===== config.mk =====
export PLATFORM = sky130hd
export DESIGN_NAME = serial_link_lane_config_regs
export DESIGN_NICKNAME = d
export VERILOG_FILES = /design/src/design/serial_link_lane_config_regs.v /design/src/design/two_entry_buffer.v
export VERILOG_INCLUDE_DIRS = /design/src /design/src/design
export SDC_FILE = /design/constraint.sdc
export NUM_CORES = 1
export LEC_CHECK = 0
export BUFFER_PORTS_ARGS = -buffer_cell sky130_fd_sc_hd__clkbuf_2
export CAP_MARGIN = 20
export CORE_UTILIZATION = 55
export CTS_CLUSTER_SIZE = 12
export DETAILED_ROUTE_END_ITERATION = 16
export PLACE_DENSITY = 0.86
export SYNTH_ARGS = -nofsm -noshare
export SYNTH_HDL_FRONTEND = slang
export SYNTH_SLANG_ARGS = --single-unit

===== constraint.sdc =====
create_clock -name hclk -period 3.2 [get_ports hclk]
set_input_delay 0.16 -clock hclk [delete_from_list [all_inputs] [get_ports hclk]]
set_output_delay 0.16 -clock hclk [all_outputs]
set_load 0.03 [all_outputs]

===== src/design/lane_cfg_consts.vh =====
// Constants for the serial link lane configuration register slice.
// Assumes AHB-Lite word access; byte address = page base + 4 * register index.
`ifndef LANE_CFG_CONSTS_VH
`define LANE_CFG_CONSTS_VH

// Page bases within the decoded address window
`define ANA_PAGE_BASE 12'h000
`define DIG_PAGE_BASE 12'h100
`define DEC_ADDR_W 12

// Register indices, analog page
`define IDX_LANE1_DEEMPH 8'h12
`define IDX_LANE0_DEEMPH 8'h13
`define IDX_LANE2_DEEMPH 8'h14
`define IDX_LANE3_DEEMPH 8'h15
`define IDX_PLL_FACTOR 8'h16
`define IDX_PLL_RESTART 8'h17
`define IDX_OVR_OUT 8'h1a
`define IDX_PIN_OVR_EN 8'h1b

// Register indices, digital page
`define IDX_LANE_SHARE 8'h16
`define IDX_CHA_MAP 8'h31
`define IDX_CHB_MAP 8'h32
`define IDX_STATUS 8'h3f

// Field positions
`define DEEMPH_MSB 7
`define DEEMPH_LSB 2
`define LANE_SHARE_BIT 4
`define SHARE_FIXED_BIT 7
`define PLL_FACTOR_MSB 1
`define PLL_FACTOR_LSB 0
`define PLL_RESTART_BIT 6
`define OVR_OUT_BIT 1
`define PIN_OVR_EN_BIT 3
`define MAP_S0_MSB 1
`define MAP_S0_LSB 0
`define MAP_S1_MSB 3
`define MAP_S1_LSB 2

// Reset values
`define RST_DEEMPH 6'h00
`define RST_MAP 8'h00
`define RST_PLL_FACTOR 2'h0
`define RST_BIT 1'b0

// Serializer PLL factor codes
`define PLL_20X 2'b00
`define PLL_40X 2'b10

// Decimation modes
`define DEC_NONE 2'b00
`define DEC_BY2 2'b01
`define DEC_BY4 2'b10

// Fixed lanes when no remapping applies
`define LANE_0 2'd0
`define LANE_1 2'd1
`define LANE_2 2'd2
`define LANE_3 2'd3

// Status bits
`define ST_PLL_UNUSED 0
`define ST_PLL_MISMATCH 1
`define ST_PIN_OVERRIDE 2
`define ST_OVR_FLAG 3
`define ST_BUF_DATA 4
`define ST_STAGE_FULL 5

`define HTRANS_ACTIVE_BIT 1
`define WORD_ZERO 32'h0000_0000

`endif


===== src/design/serial_link_lane_config_regs.v =====
// Lane configuration registers and lane mapping for a two-channel serial link.
// Assumes an AHB-Lite master on hclk; overrange flag and power-down pin are asynchronous.
//
// Decided for this implementation: the AHB-Lite slave port.
`timescale 1ns/1ps
`default_nettype none
`include "lane_cfg_consts.vh"

// Summary of operation
// (RQ1) Lane share bit in decimate-by-4 puts both channels on one lane.
// (RQ2) Two eight-bit maps steer channel A and B streams to lanes, reset zero.
// (RQ3) Each lane has a six-bit de-emphasis code in bits 7 to 2.
// (RQ4) De-emphasis registers serve lanes 1, 0, 2, 3; low two bits reserved.
// (RQ5) PLL factor code 00 is 20X, 10 is 40X; must match link mode.
// (RQ6) Software pulses PLL restart bit 6 from 0 to 1 to 0 after power-up.
// (RQ7) Overrange output bit plus override enable drives overrange flag onto pin.
// (RQ8) Override enable bit 3 replaces the pin's power-down function.
// (RQ9) Software writes reserved bits as zero, lane share bit 7 as one.
module serial_link_lane_config_regs #(
	parameter SAMPLE_W = 16
) (
	input wire hclk,
	input wire hresetn,
	input wire hsel,
	input wire [31:0] haddr,
	input wire [1:0] htrans,
	input wire hwrite,
	input wire [2:0] hsize,
	input wire [31:0] hwdata,
	input wire hready,
	output wire hreadyout,
	output wire [31:0] hrdata,
	output wire hresp,
	input wire [1:0] decim_mode,
	input wire link_needs_40x,
	input wire [2*SAMPLE_W-1:0] chan_a_data,
	input wire [2*SAMPLE_W-1:0] chan_b_data,
	input wire sample_valid,
	output wire sample_ready,
	output wire [4*SAMPLE_W-1:0] lane_data,
	output wire [3:0] lane_active,
	output wire lane_valid,
	input wire lane_ready,
	output wire [5:0] lane0_deemphasis_level,
	output wire [5:0] lane1_deemphasis_level,
	output wire [5:0] lane2_deemphasis_level,
	output wire [5:0] lane3_deemphasis_level,
	output wire [1:0] serdes_pll_factor,
	output wire serdes_pll_restart,
	input wire fast_overrange_flag,
	input wire powerdown_pin_in,
	output wire powerdown_pin_out,
	output wire powerdown_pin_oe,
	output wire powerdown_request
);
	localparam W = SAMPLE_W;
	localparam FW = 4 * W + 4;

	function addr_hit;
		input [`DEC_ADDR_W-1:0] addr;
		input [`DEC_ADDR_W-1:0] base;
		input [7:0] idx;
		begin
			addr_hit = (addr == base + {2'b00, idx, 2'b00});
		end
	endfunction

	function [4*SAMPLE_W-1:0] put_word;
		input [4*SAMPLE_W-1:0] bus;
		input [1:0] lane;
		input [SAMPLE_W-1:0] word;
		begin
			put_word = bus;
			put_word[lane*SAMPLE_W +: SAMPLE_W] = word;
		end
	endfunction

	// Bus slave state
	reg hreadyout_q;
	reg [31:0] hrdata_q;
	reg hresp_q;
	reg wr_pend_q;
	reg rd_pend_q;
	reg [`DEC_ADDR_W-1:0] addr_q;
	wire take;
	reg [31:0] rd_data;

	// Configuration registers
	reg [5:0] deemph0_q;
	reg [5:0] deemph1_q;
	reg [5:0] deemph2_q;
	reg [5:0] deemph3_q;
	reg [1:0] pll_factor_q;
	reg pll_restart_q;
	reg ovr_out_q;
	reg pin_ovr_en_q;
	reg lane_share_q;
	reg [7:0] cha_map_q;
	reg [7:0] chb_map_q;

	// Pin side
	reg ovr_meta_q;
	reg ovr_sync_q;
	reg pdn_meta_q;
	reg pdn_sync_q;
	reg pin_out_q;
	reg pin_oe_q;
	reg pdn_req_q;

	// Data path
	reg [2*SAMPLE_W-1:0] stage_a_q;
	reg [2*SAMPLE_W-1:0] stage_b_q;
	reg stage_full_q;
	reg phase_q;
	reg sample_ready_q;
	reg stage_full_d;
	reg [4*SAMPLE_W-1:0] frm_data;
	reg [3:0] frm_act;
	reg [1:0] lane_a0;
	reg [1:0] lane_a1;
	reg [1:0] lane_b0;
	reg [1:0] lane_b1;
	wire share_now;
	wire buf_in_ready;
	wire buf_push;
	wire pop_stage;
	wire pll_unused;
	wire pll_mismatch;

	assign hreadyout = hreadyout_q;
	assign hrdata = hrdata_q;
	assign hresp = hresp_q;
	assign lane0_deemphasis_level = deemph0_q;
	assign lane1_deemphasis_level = deemph1_q;
	assign lane2_deemphasis_level = deemph2_q;
	assign lane3_deemphasis_level = deemph3_q;
	assign serdes_pll_factor = pll_factor_q;
	assign serdes_pll_restart = pll_restart_q;
	assign powerdown_pin_out = pin_out_q;
	assign powerdown_pin_oe = pin_oe_q;
	assign powerdown_request = pdn_req_q;
	assign sample_ready = sample_ready_q;

	// Address phase capture; reads take one wait state so a preceding write is seen
	assign take = hsel && htrans[`HTRANS_ACTIVE_BIT] && hready;

	always @(posedge hclk or negedge hresetn) begin
		if (!hresetn) begin
			hreadyout_q <= 1'b1;
			hrdata_q <= `WORD_ZERO;
			hresp_q <= 1'b0;
			wr_pend_q <= 1'b0;
			rd_pend_q <= 1'b0;
			addr_q <= {`DEC_ADDR_W{1'b0}};
		end else begin
			hresp_q <= 1'b0;
			wr_pend_q <= take && hwrite;
			rd_pend_q <= take && !hwrite;
			hreadyout_q <= !(take && !hwrite);
			if (take)
				addr_q <= haddr[`DEC_ADDR_W-1:0];
			if (rd_pend_q)
				hrdata_q <= rd_data;
		end
	end

	assign pll_unused = pll_factor_q[`PLL_FACTOR_LSB];
	assign pll_mismatch = pll_unused || ((pll_factor_q == `PLL_40X) != link_needs_40x); // RQ5

	// Read mux; reserved and write-only bits read zero
	always @* begin
		rd_data = `WORD_ZERO;
		if (addr_hit(addr_q, `ANA_PAGE_BASE, `IDX_LANE1_DEEMPH))
			rd_data[`DEEMPH_MSB:`DEEMPH_LSB] = deemph1_q; // RQ4
		else if (addr_hit(addr_q, `ANA_PAGE_BASE, `IDX_LANE0_DEEMPH))
			rd_data[`DEEMPH_MSB:`DEEMPH_LSB] = deemph0_q; // RQ4
		else if (addr_hit(addr_q, `ANA_PAGE_BASE, `IDX_LANE2_DEEMPH))
			rd_data[`DEEMPH_MSB:`DEEMPH_LSB] = deemph2_q; // RQ4
		else if (addr_hit(addr_q, `ANA_PAGE_BASE, `IDX_LANE3_DEEMPH))
			rd_data[`DEEMPH_MSB:`DEEMPH_LSB] = deemph3_q; // RQ4
		else if (addr_hit(addr_q, `ANA_PAGE_BASE, `IDX_PLL_FACTOR))
			rd_data[`PLL_FACTOR_MSB:`PLL_FACTOR_LSB] = pll_factor_q;
		else if (addr_hit(addr_q, `ANA_PAGE_BASE, `IDX_PLL_RESTART))
			rd_data[`PLL_RESTART_BIT] = pll_restart_q;
		else if (addr_hit(addr_q, `ANA_PAGE_BASE, `IDX_OVR_OUT))
			rd_data[`OVR_OUT_BIT] = ovr_out_q;
		else if (addr_hit(addr_q, `ANA_PAGE_BASE, `IDX_PIN_OVR_EN))
			rd_data[`PIN_OVR_EN_BIT] = pin_ovr_en_q;
		else if (addr_hit(addr_q, `DIG_PAGE_BASE, `IDX_LANE_SHARE)) begin
			rd_data[`SHARE_FIXED_BIT] = 1'b1;
			rd_data[`LANE_SHARE_BIT] = lane_share_q;
		end else if (addr_hit(addr_q, `DIG_PAGE_BASE, `IDX_CHA_MAP))
			rd_data[7:0] = cha_map_q;
		else if (addr_hit(addr_q, `DIG_PAGE_BASE, `IDX_CHB_MAP))
			rd_data[7:0] = chb_map_q;
		else if (addr_hit(addr_q, `DIG_PAGE_BASE, `IDX_STATUS)) begin
			rd_data[`ST_PLL_UNUSED] = pll_unused;
			rd_data[`ST_PLL_MISMATCH] = pll_mismatch;
			rd_data[`ST_PIN_OVERRIDE] = pin_ovr_en_q;
			rd_data[`ST_OVR_FLAG] = ovr_sync_q;
			rd_data[`ST_BUF_DATA] = lane_valid;
			rd_data[`ST_STAGE_FULL] = stage_full_q;
		end
	end

	// Register writes in the data phase; reserved bits are dropped
	always @(posedge hclk or negedge hresetn) begin
		if (!hresetn) begin
			deemph0_q <= `RST_DEEMPH;
			deemph1_q <= `RST_DEEMPH;
			deemph2_q <= `RST_DEEMPH;
			deemph3_q <= `RST_DEEMPH;
			pll_factor_q <= `RST_PLL_FACTOR;
			pll_restart_q <= `RST_BIT;
			ovr_out_q <= `RST_BIT;
			pin_ovr_en_q <= `RST_BIT;
			lane_share_q <= `RST_BIT;
			cha_map_q <= `RST_MAP;
			chb_map_q <= `RST_MAP;
		end else if (wr_pend_q) begin
			if (addr_hit(addr_q, `ANA_PAGE_BASE, `IDX_LANE1_DEEMPH))
				deemph1_q <= hwdata[`DEEMPH_MSB:`DEEMPH_LSB]; // RQ3
			if (addr_hit(addr_q, `ANA_PAGE_BASE, `IDX_LANE0_DEEMPH))
				deemph0_q <= hwdata[`DEEMPH_MSB:`DEEMPH_LSB]; // RQ3
			if (addr_hit(addr_q, `ANA_PAGE_BASE, `IDX_LANE2_DEEMPH))
				deemph2_q <= hwdata[`DEEMPH_MSB:`DEEMPH_LSB]; // RQ3
			if (addr_hit(addr_q, `ANA_PAGE_BASE, `IDX_LANE3_DEEMPH))
				deemph3_q <= hwdata[`DEEMPH_MSB:`DEEMPH_LSB]; // RQ3
			if (addr_hit(addr_q, `ANA_PAGE_BASE, `IDX_PLL_FACTOR))
				pll_factor_q <= hwdata[`PLL_FACTOR_MSB:`PLL_FACTOR_LSB]; // RQ5
			if (addr_hit(addr_q, `ANA_PAGE_BASE, `IDX_PLL_RESTART))
				pll_restart_q <= hwdata[`PLL_RESTART_BIT]; // RQ6
			if (addr_hit(addr_q, `ANA_PAGE_BASE, `IDX_OVR_OUT))
				ovr_out_q <= hwdata[`OVR_OUT_BIT];
			if (addr_hit(addr_q, `ANA_PAGE_BASE, `IDX_PIN_OVR_EN))
				pin_ovr_en_q <= hwdata[`PIN_OVR_EN_BIT];
			if (addr_hit(addr_q, `DIG_PAGE_BASE, `IDX_LANE_SHARE))
				lane_share_q <= hwdata[`LANE_SHARE_BIT];
			if (addr_hit(addr_q, `DIG_PAGE_BASE, `IDX_CHA_MAP))
				cha_map_q <= hwdata[7:0]; // RQ2
			if (addr_hit(addr_q, `DIG_PAGE_BASE, `IDX_CHB_MAP))
				chb_map_q <= hwdata[7:0]; // RQ2
		end
	end

	// Power-down pin: synchronise inputs, then override when enabled
	always @(posedge hclk or negedge hresetn) begin
		if (!hresetn) begin
			ovr_meta_q <= 1'b0;
			ovr_sync_q <= 1'b0;
			pdn_meta_q <= 1'b0;
			pdn_sync_q <= 1'b0;
			pin_out_q <= 1'b0;
			pin_oe_q <= 1'b0;
			pdn_req_q <= 1'b0;
		end else begin
			ovr_meta_q <= fast_overrange_flag;
			ovr_sync_q <= ovr_meta_q;
			pdn_meta_q <= powerdown_pin_in;
			pdn_sync_q <= pdn_meta_q;
			pin_oe_q <= pin_ovr_en_q && ovr_out_q; // RQ7
			pin_out_q <= pin_ovr_en_q && ovr_out_q && ovr_sync_q; // RQ7
			pdn_req_q <= !pin_ovr_en_q && pdn_sync_q; // RQ8
		end
	end

	// Lane assignment per stream
	assign share_now = lane_share_q && (decim_mode == `DEC_BY4); // RQ1

	always @* begin
		lane_a0 = `LANE_0;
		lane_a1 = `LANE_1;
		lane_b0 = `LANE_2;
		lane_b1 = `LANE_3;
		if (decim_mode == `DEC_BY2 || decim_mode == `DEC_BY4) begin
			lane_a0 = cha_map_q[`MAP_S0_MSB:`MAP_S0_LSB]; // RQ2
			lane_a1 = cha_map_q[`MAP_S1_MSB:`MAP_S1_LSB]; // RQ2
			lane_b0 = chb_map_q[`MAP_S0_MSB:`MAP_S0_LSB]; // RQ2
			lane_b1 = chb_map_q[`MAP_S1_MSB:`MAP_S1_LSB]; // RQ2
		end
	end

	// Frame build; later streams win on a lane collision
	always @* begin
		frm_data = {4*W{1'b0}};
		frm_act = 4'h0;
		if (share_now) begin
			frm_data = put_word(frm_data, lane_a0, phase_q ? stage_b_q[W-1:0] : stage_a_q[W-1:0]); // RQ1
			frm_act[lane_a0] = 1'b1; // RQ1
		end else if (decim_mode == `DEC_BY4) begin
			frm_data = put_word(frm_data, lane_a0, stage_a_q[W-1:0]);
			frm_data = put_word(frm_data, lane_b0, stage_b_q[W-1:0]);
			frm_act[lane_a0] = 1'b1;
			frm_act[lane_b0] = 1'b1;
		end else begin
			frm_data = put_word(frm_data, lane_a0, stage_a_q[W-1:0]);
			frm_data = put_word(frm_data, lane_a1, stage_a_q[2*W-1:W]);
			frm_data = put_word(frm_data, lane_b0, stage_b_q[W-1:0]);
			frm_data = put_word(frm_data, lane_b1, stage_b_q[2*W-1:W]);
			frm_act[lane_a0] = 1'b1;
			frm_act[lane_a1] = 1'b1;
			frm_act[lane_b0] = 1'b1;
			frm_act[lane_b1] = 1'b1;
		end
	end

	// Shared lane takes two beats per sample pair
	assign buf_push = stage_full_q && buf_in_ready;
	assign pop_stage = buf_push && !(share_now && !phase_q);

	always @* begin
		stage_full_d = (stage_full_q && !pop_stage) || (sample_valid && sample_ready_q);
	end

	always @(posedge hclk or negedge hresetn) begin
		if (!hresetn) begin
			stage_a_q <= {2*W{1'b0}};
			stage_b_q <= {2*W{1'b0}};
			stage_full_q <= 1'b0;
			phase_q <= 1'b0;
			sample_ready_q <= 1'b0;
		end else begin
			if (sample_valid && sample_ready_q) begin
				stage_a_q <= chan_a_data;
				stage_b_q <= chan_b_data;
			end
			if (buf_push)
				phase_q <= !pop_stage;
			stage_full_q <= stage_full_d;
			sample_ready_q <= !stage_full_d;
		end
	end

	two_entry_buffer #(
		.WIDTH(FW)
	) u_lane_buf (
		.hclk(hclk),
		.hresetn(hresetn),
		.in_data({frm_act, frm_data}),
		.in_valid(stage_full_q),
		.in_ready(buf_in_ready),
		.out_data({lane_active, lane_data}),
		.out_valid(lane_valid),
		.out_ready(lane_ready)
	);
endmodule // serial_link_lane_config_regs

`default_nettype wire


===== src/design/two_entry_buffer.v =====
// Two-entry valid/ready buffer; head entry and all flags are flip-flops.
// Assumes one clock; the drain side may stall at any time.
`timescale 1ns/1ps
`default_nettype none

module two_entry_buffer #(
	parameter WIDTH = 68
) (
	input wire hclk,
	input wire hresetn,
	input wire [WIDTH-1:0] in_data,
	input wire in_valid,
	output wire in_ready,
	output wire [WIDTH-1:0] out_data,
	output wire out_valid,
	input wire out_ready
);
	reg [WIDTH-1:0] slot0_q;
	reg [WIDTH-1:0] slot1_q;
	reg v0_q;
	reg v1_q;
	reg rdy_q;
	reg [WIDTH-1:0] slot0_d;
	reg [WIDTH-1:0] slot1_d;
	reg v0_d;
	reg v1_d;
	wire push;
	wire pop;

	assign push = in_valid && rdy_q;
	assign pop = v0_q && out_ready;
	assign in_ready = rdy_q;
	assign out_valid = v0_q;
	assign out_data = slot0_q;

	always @* begin
		slot0_d = slot0_q;
		slot1_d = slot1_q;
		v0_d = v0_q;
		v1_d = v1_q;
		case ({push, pop})
			2'b10: begin
				if (!v0_q) begin
					slot0_d = in_data;
					v0_d = 1'b1;
				end else begin
					slot1_d = in_data;
					v1_d = 1'b1;
				end
			end
			2'b01: begin
				slot0_d = slot1_q;
				v0_d = v1_q;
				v1_d = 1'b0;
			end
			2'b11: begin
				if (v1_q) begin
					slot0_d = slot1_q;
					slot1_d = in_data;
				end else begin
					slot0_d = in_data;
				end
			end
			default: begin
				v0_d = v0_q;
			end
		endcase
	end

	always @(posedge hclk or negedge hresetn) begin
		if (!hresetn) begin
			slot0_q <= {WIDTH{1'b0}};
			slot1_q <= {WIDTH{1'b0}};
			v0_q <= 1'b0;
			v1_q <= 1'b0;
			rdy_q <= 1'b0;
		end else begin
			slot0_q <= slot0_d;
			slot1_q <= slot1_d;
			v0_q <= v0_d;
			v1_q <= v1_d;
			rdy_q <= !v1_d;
		end
	end
endmodule // two_entry_buffer

`default_nettype wire


==> summary.md <==
| Metric | Value |
|---|---|
| Outcome | finished clean |
| DR DRC count | 0 |
| Final Max Tran Viols | 0 |
| Share of the clock period used by the worst path | 94.7% |
| Final Core Density | 66.6% |
| Largest net degree at the start of global routing | 119 |
| Most frequently used flop master after synthesis | dfrtp_1 |
| Placement-stage cell area | 18100 µm² |
| Global Route Usage Sum | 39.6% |
| Core Box Area | slightly below 30000 µm² |
| Clk buf depth | 3 |
| Overflow after GRT | 0 |
| Register area | 7060 µm² |
| Total chip power | 16.0 mW |
| RSZ-0062 raised after global routing | false |
| Crit path time final | 3.03 ns |
| GP Congestion | ~1.0 |
| Root Buffer | clkbuf_16 |
| Final Instance Area | roughly 20000 µm² |
| Synthesized netlist cell count | 1768 |
| Least-Margin Pin Slew | 0.994 ns |
| Register share of total power | 43.7% |
| Setup CP Type | register to register |
| Initial Util | 55.9% |
| Die width | 176 µm |
| Clk sinks | between 200 and 300 |
| Fillers | 2341 |
| WL final | 61400 µm |
| CTS tree | done |
| Final Hold Fails | 0 |
| Top cell by count, worst path | buf_4 |
| Initial drt markers | 2365 |
| Setup violators final | 0 |
| FFs w/ async S/R, synth | 100% |
| DIE HEIGHT | 176 µm |
| CP max-delay cell | a2111oi_0 |
| Most instantiated library cell after synthesis | dfrtp_1 |
| Int Pwr | between 8 and 9 mW |
| Via count | 16500 |
| Mean post-synth cell area | 9.40 µm² |
| Top post-synthesis cells by count | dfrtp_1, nand3_1, mux2_2 |
| Layout area overhead | 19.2% |
| YS warnings | 0 |
| Fmax | 0.330 GHz |
| Critical path arrival | 3.45 ns |
| Cts bufs inserted | 29 |
| Post-synth EDFFs | 0 |
| Antenna viol nets, final | 0 |
| Dpl hpwl | 41400 µm |
| Top cells by area, synth | dfrtp_1, mux2_2, nand3_1 |
| CTS clk-pin slew, worst paths | ~0.06 ns |
| Slowest cell delay on critical path | a little under 0.9 ns |
| Initial antenna violation count | 2 |
| Data required, critical path | 3.62 ns |
| Synth area leader | dfrtp_1 |
| Clock Latency Late Sink | 0.56 ns |
| Port-buffer cells | just over 200 |
| Final net count | 2167 |
| Register area share after synthesis | 42.5% |
| Cts repair resizes | 0 |
| Post CTS Setup Buffer Count | 0 |
| Max_cap viols | 0 |
| Peak supply drop | 0.806 mV |
| Vias per cell | 6.89 |
| Switching Share | around 45% |
| Post-synthesis cell type count | 79 |
| Wirelength per Cell | approximately 26 µm |
| CP startpoint kind | register |
| Pwr dens | 808 nW/µm² |
| Final setup TNS | 0 ns |
| Flops & latches, synth | 282 |
| Min-delay worst type | input pin to async pin |
| Clock Skew | 0.0120 ns |
| Io pins | 279 |
| H-tree levels | 1 |
| Worst-path maximum fanout | 12 |
| Netlist Area Pre-Place | 16600 µm² |
| Area of the multi-input gates | 8660 µm² |
| NetSw | 7.22 mW |
| Drt pass-1 iters | 6 |
| Hold buffer count at CTS | between 80 and 90 |
| Top-area cell type share of the netlist area | 42.3% |
| First-pass GRT wire length | 94000 µm |
| Share of layout cells above drive strength 1 | roughly 25% |
| Critical path endpoint category | register |
| Cell Rows | 63 |
| P_leak | 8.53 nW |
| Worst path cell trace | or2_2 > ha_1 > and2_1 > buf_4 > nand3_1 > nor2_1 > a2111oi_0 > buf_4 > o31ai_1 |
| Clock Power Share | 19.1% |
| Logic pwr share | ~37% |
| Slew HR | a little under a third |
| Vias in the first global route | 15800 |
| Die ar. | 30900 µm² |
worst paths after layout:
path | start | to | slack, ns | depth (start not counted)
max | chb_map_q[1]$_DFFE_PN0P_ | u_lane_buf.slot1_q[13]$_DFFE_PN0P_ | 0.17 | 9
min | hresetn | u_lane_buf.out_data[42]$_DFFE_PN0P_ | 0.22 | 2
max reg2reg | chb_map_q[1]$_DFFE_PN0P_ | u_lane_buf.slot1_q[13]$_DFFE_PN0P_ | 0.17 | 9
min reg2reg | ovr_meta_q$_DFF_PN0_ | ovr_sync_q$_DFF_PN0_ | 0.35 | 0
max in group asynchronous | hresetn | u_lane_buf.v1_q$_DFF_PN0_ | 2.09 | 3
min in group hclk | lane_ready | u_lane_buf.out_data[30]$_DFFE_PN0P_ | 0.23 | 5
metrics by stage:
step | std cells | hold WS [ns] | setup slack (ns)
floorplan | 1792 | -0.136 | 0.264
global placement | 2265 | 0.242 | 0.0880
detailed placement | 2265 | 0.248 | 0.0151
CTS | 2397 | 0.212 | 0.302
global route | 2399 | 0.258 | 0.136
finish | 2399 | 0.221 | 0.171
final cells by class:
cell class | count | share of cell area, %
Multi-Input combinational cell | 1270 | 43.7
Sequential cell | 282 | 35.6
Timing Repair Buffer | 377 | 13.4
Clock buffer | 39 | 3.96
Tap cell | 390 | 2.46
Inverter | 34 | 0.645
Clock inverter | 5 | 0.177
Antenna cell | 2 | 0.0253
metal layers:
metal / GRT usage, % / wire length [µm] / vias to the layer above
li1: - / - / 7031
met1: 51.0 / 22800 / 7984
met2: 60.6 / 27100 / 1209
met3: 11.4 / 7440 / 301
met4: 20.3 / 3980 / 0
met5: 0 / 0 / -
power groups by stage:
stage / Combinational, mW / Sequential, mW / Clock (mW)
after global placement: 5.52 / 6.80 / 0
after detailed placement: 5.70 / 6.86 / 0
after global routing: 6.38 / 7.03 / 3.23
after floorplan: 3.63 / 6.48 / 0
after CTS: 5.82 / 6.81 / 3.09
final: 5.94 / 6.99 / 3.06
sequential cells by signal (all words and copies together), names as in the netlist, 2 cells and up:
name                    flops
u_lane_buf.slot1_q         68
stage_a_q                  32
lane1_deemphasis_level      6
lane2_deemphasis_level      6
chb_map_q                   8
lane0_deemphasis_level      6
u_lane_buf.out_data        68
stage_b_q                  32
addr_q                     12
cha_map_q                   8
lane3_deemphasis_level      6
hrdata                      8
serdes_pll_factor           2
placed cells by master (no fill, tap or decap), drive strengths merged, types with 9 or more instances in the layout:
master,count
o211ai,23
o22ai,10
buf,85
a221oi,33
and2,21
dfrtp,281
nand3,145
dlygate4sd3,88
a21o,20
ha,28
and3,23
nor3,11
or2,11
clkbuf,243
a31oi,26
conb,25
nor2,51
a211o,13
mux2i,12
nor2b,14
a221o,46
a22o,9
nand2,104
o21ai,163
a21oi,124
nand4,39
inv,35
mux2,141
a22oi,70
cells by family (layout without fill, tap and decap cells):
kind of cell	after synthesis	in the layout	share of synthesized area (%)
AND/OR/NAND/NOR	475	475	15.3
multiplexers	153	153	10.3
AO/OA/AOI/OAI	587	587	23.4
adder cells (fa/ha/maj)	28	28	2.11
other	1	27	0.0226
buffers and inverters	240	455	6.29
flip-flops	282	282	42.5
XOR/XNOR	2	2	0.105
worst max-delay path, delay by kind of cell (launching register included):
| family | cells | cell delay, ns |
|---|---|---|
| compound gates | 2 | 0.94 |
| fa+ha+maj | 1 | 0.42 |
| buf+inv | 2 | 0.45 |
| flops | 1 | 0.40 |
| simple gates | 4 | 0.68 |
Note: power is estimated with default switching activity, not from simulation.
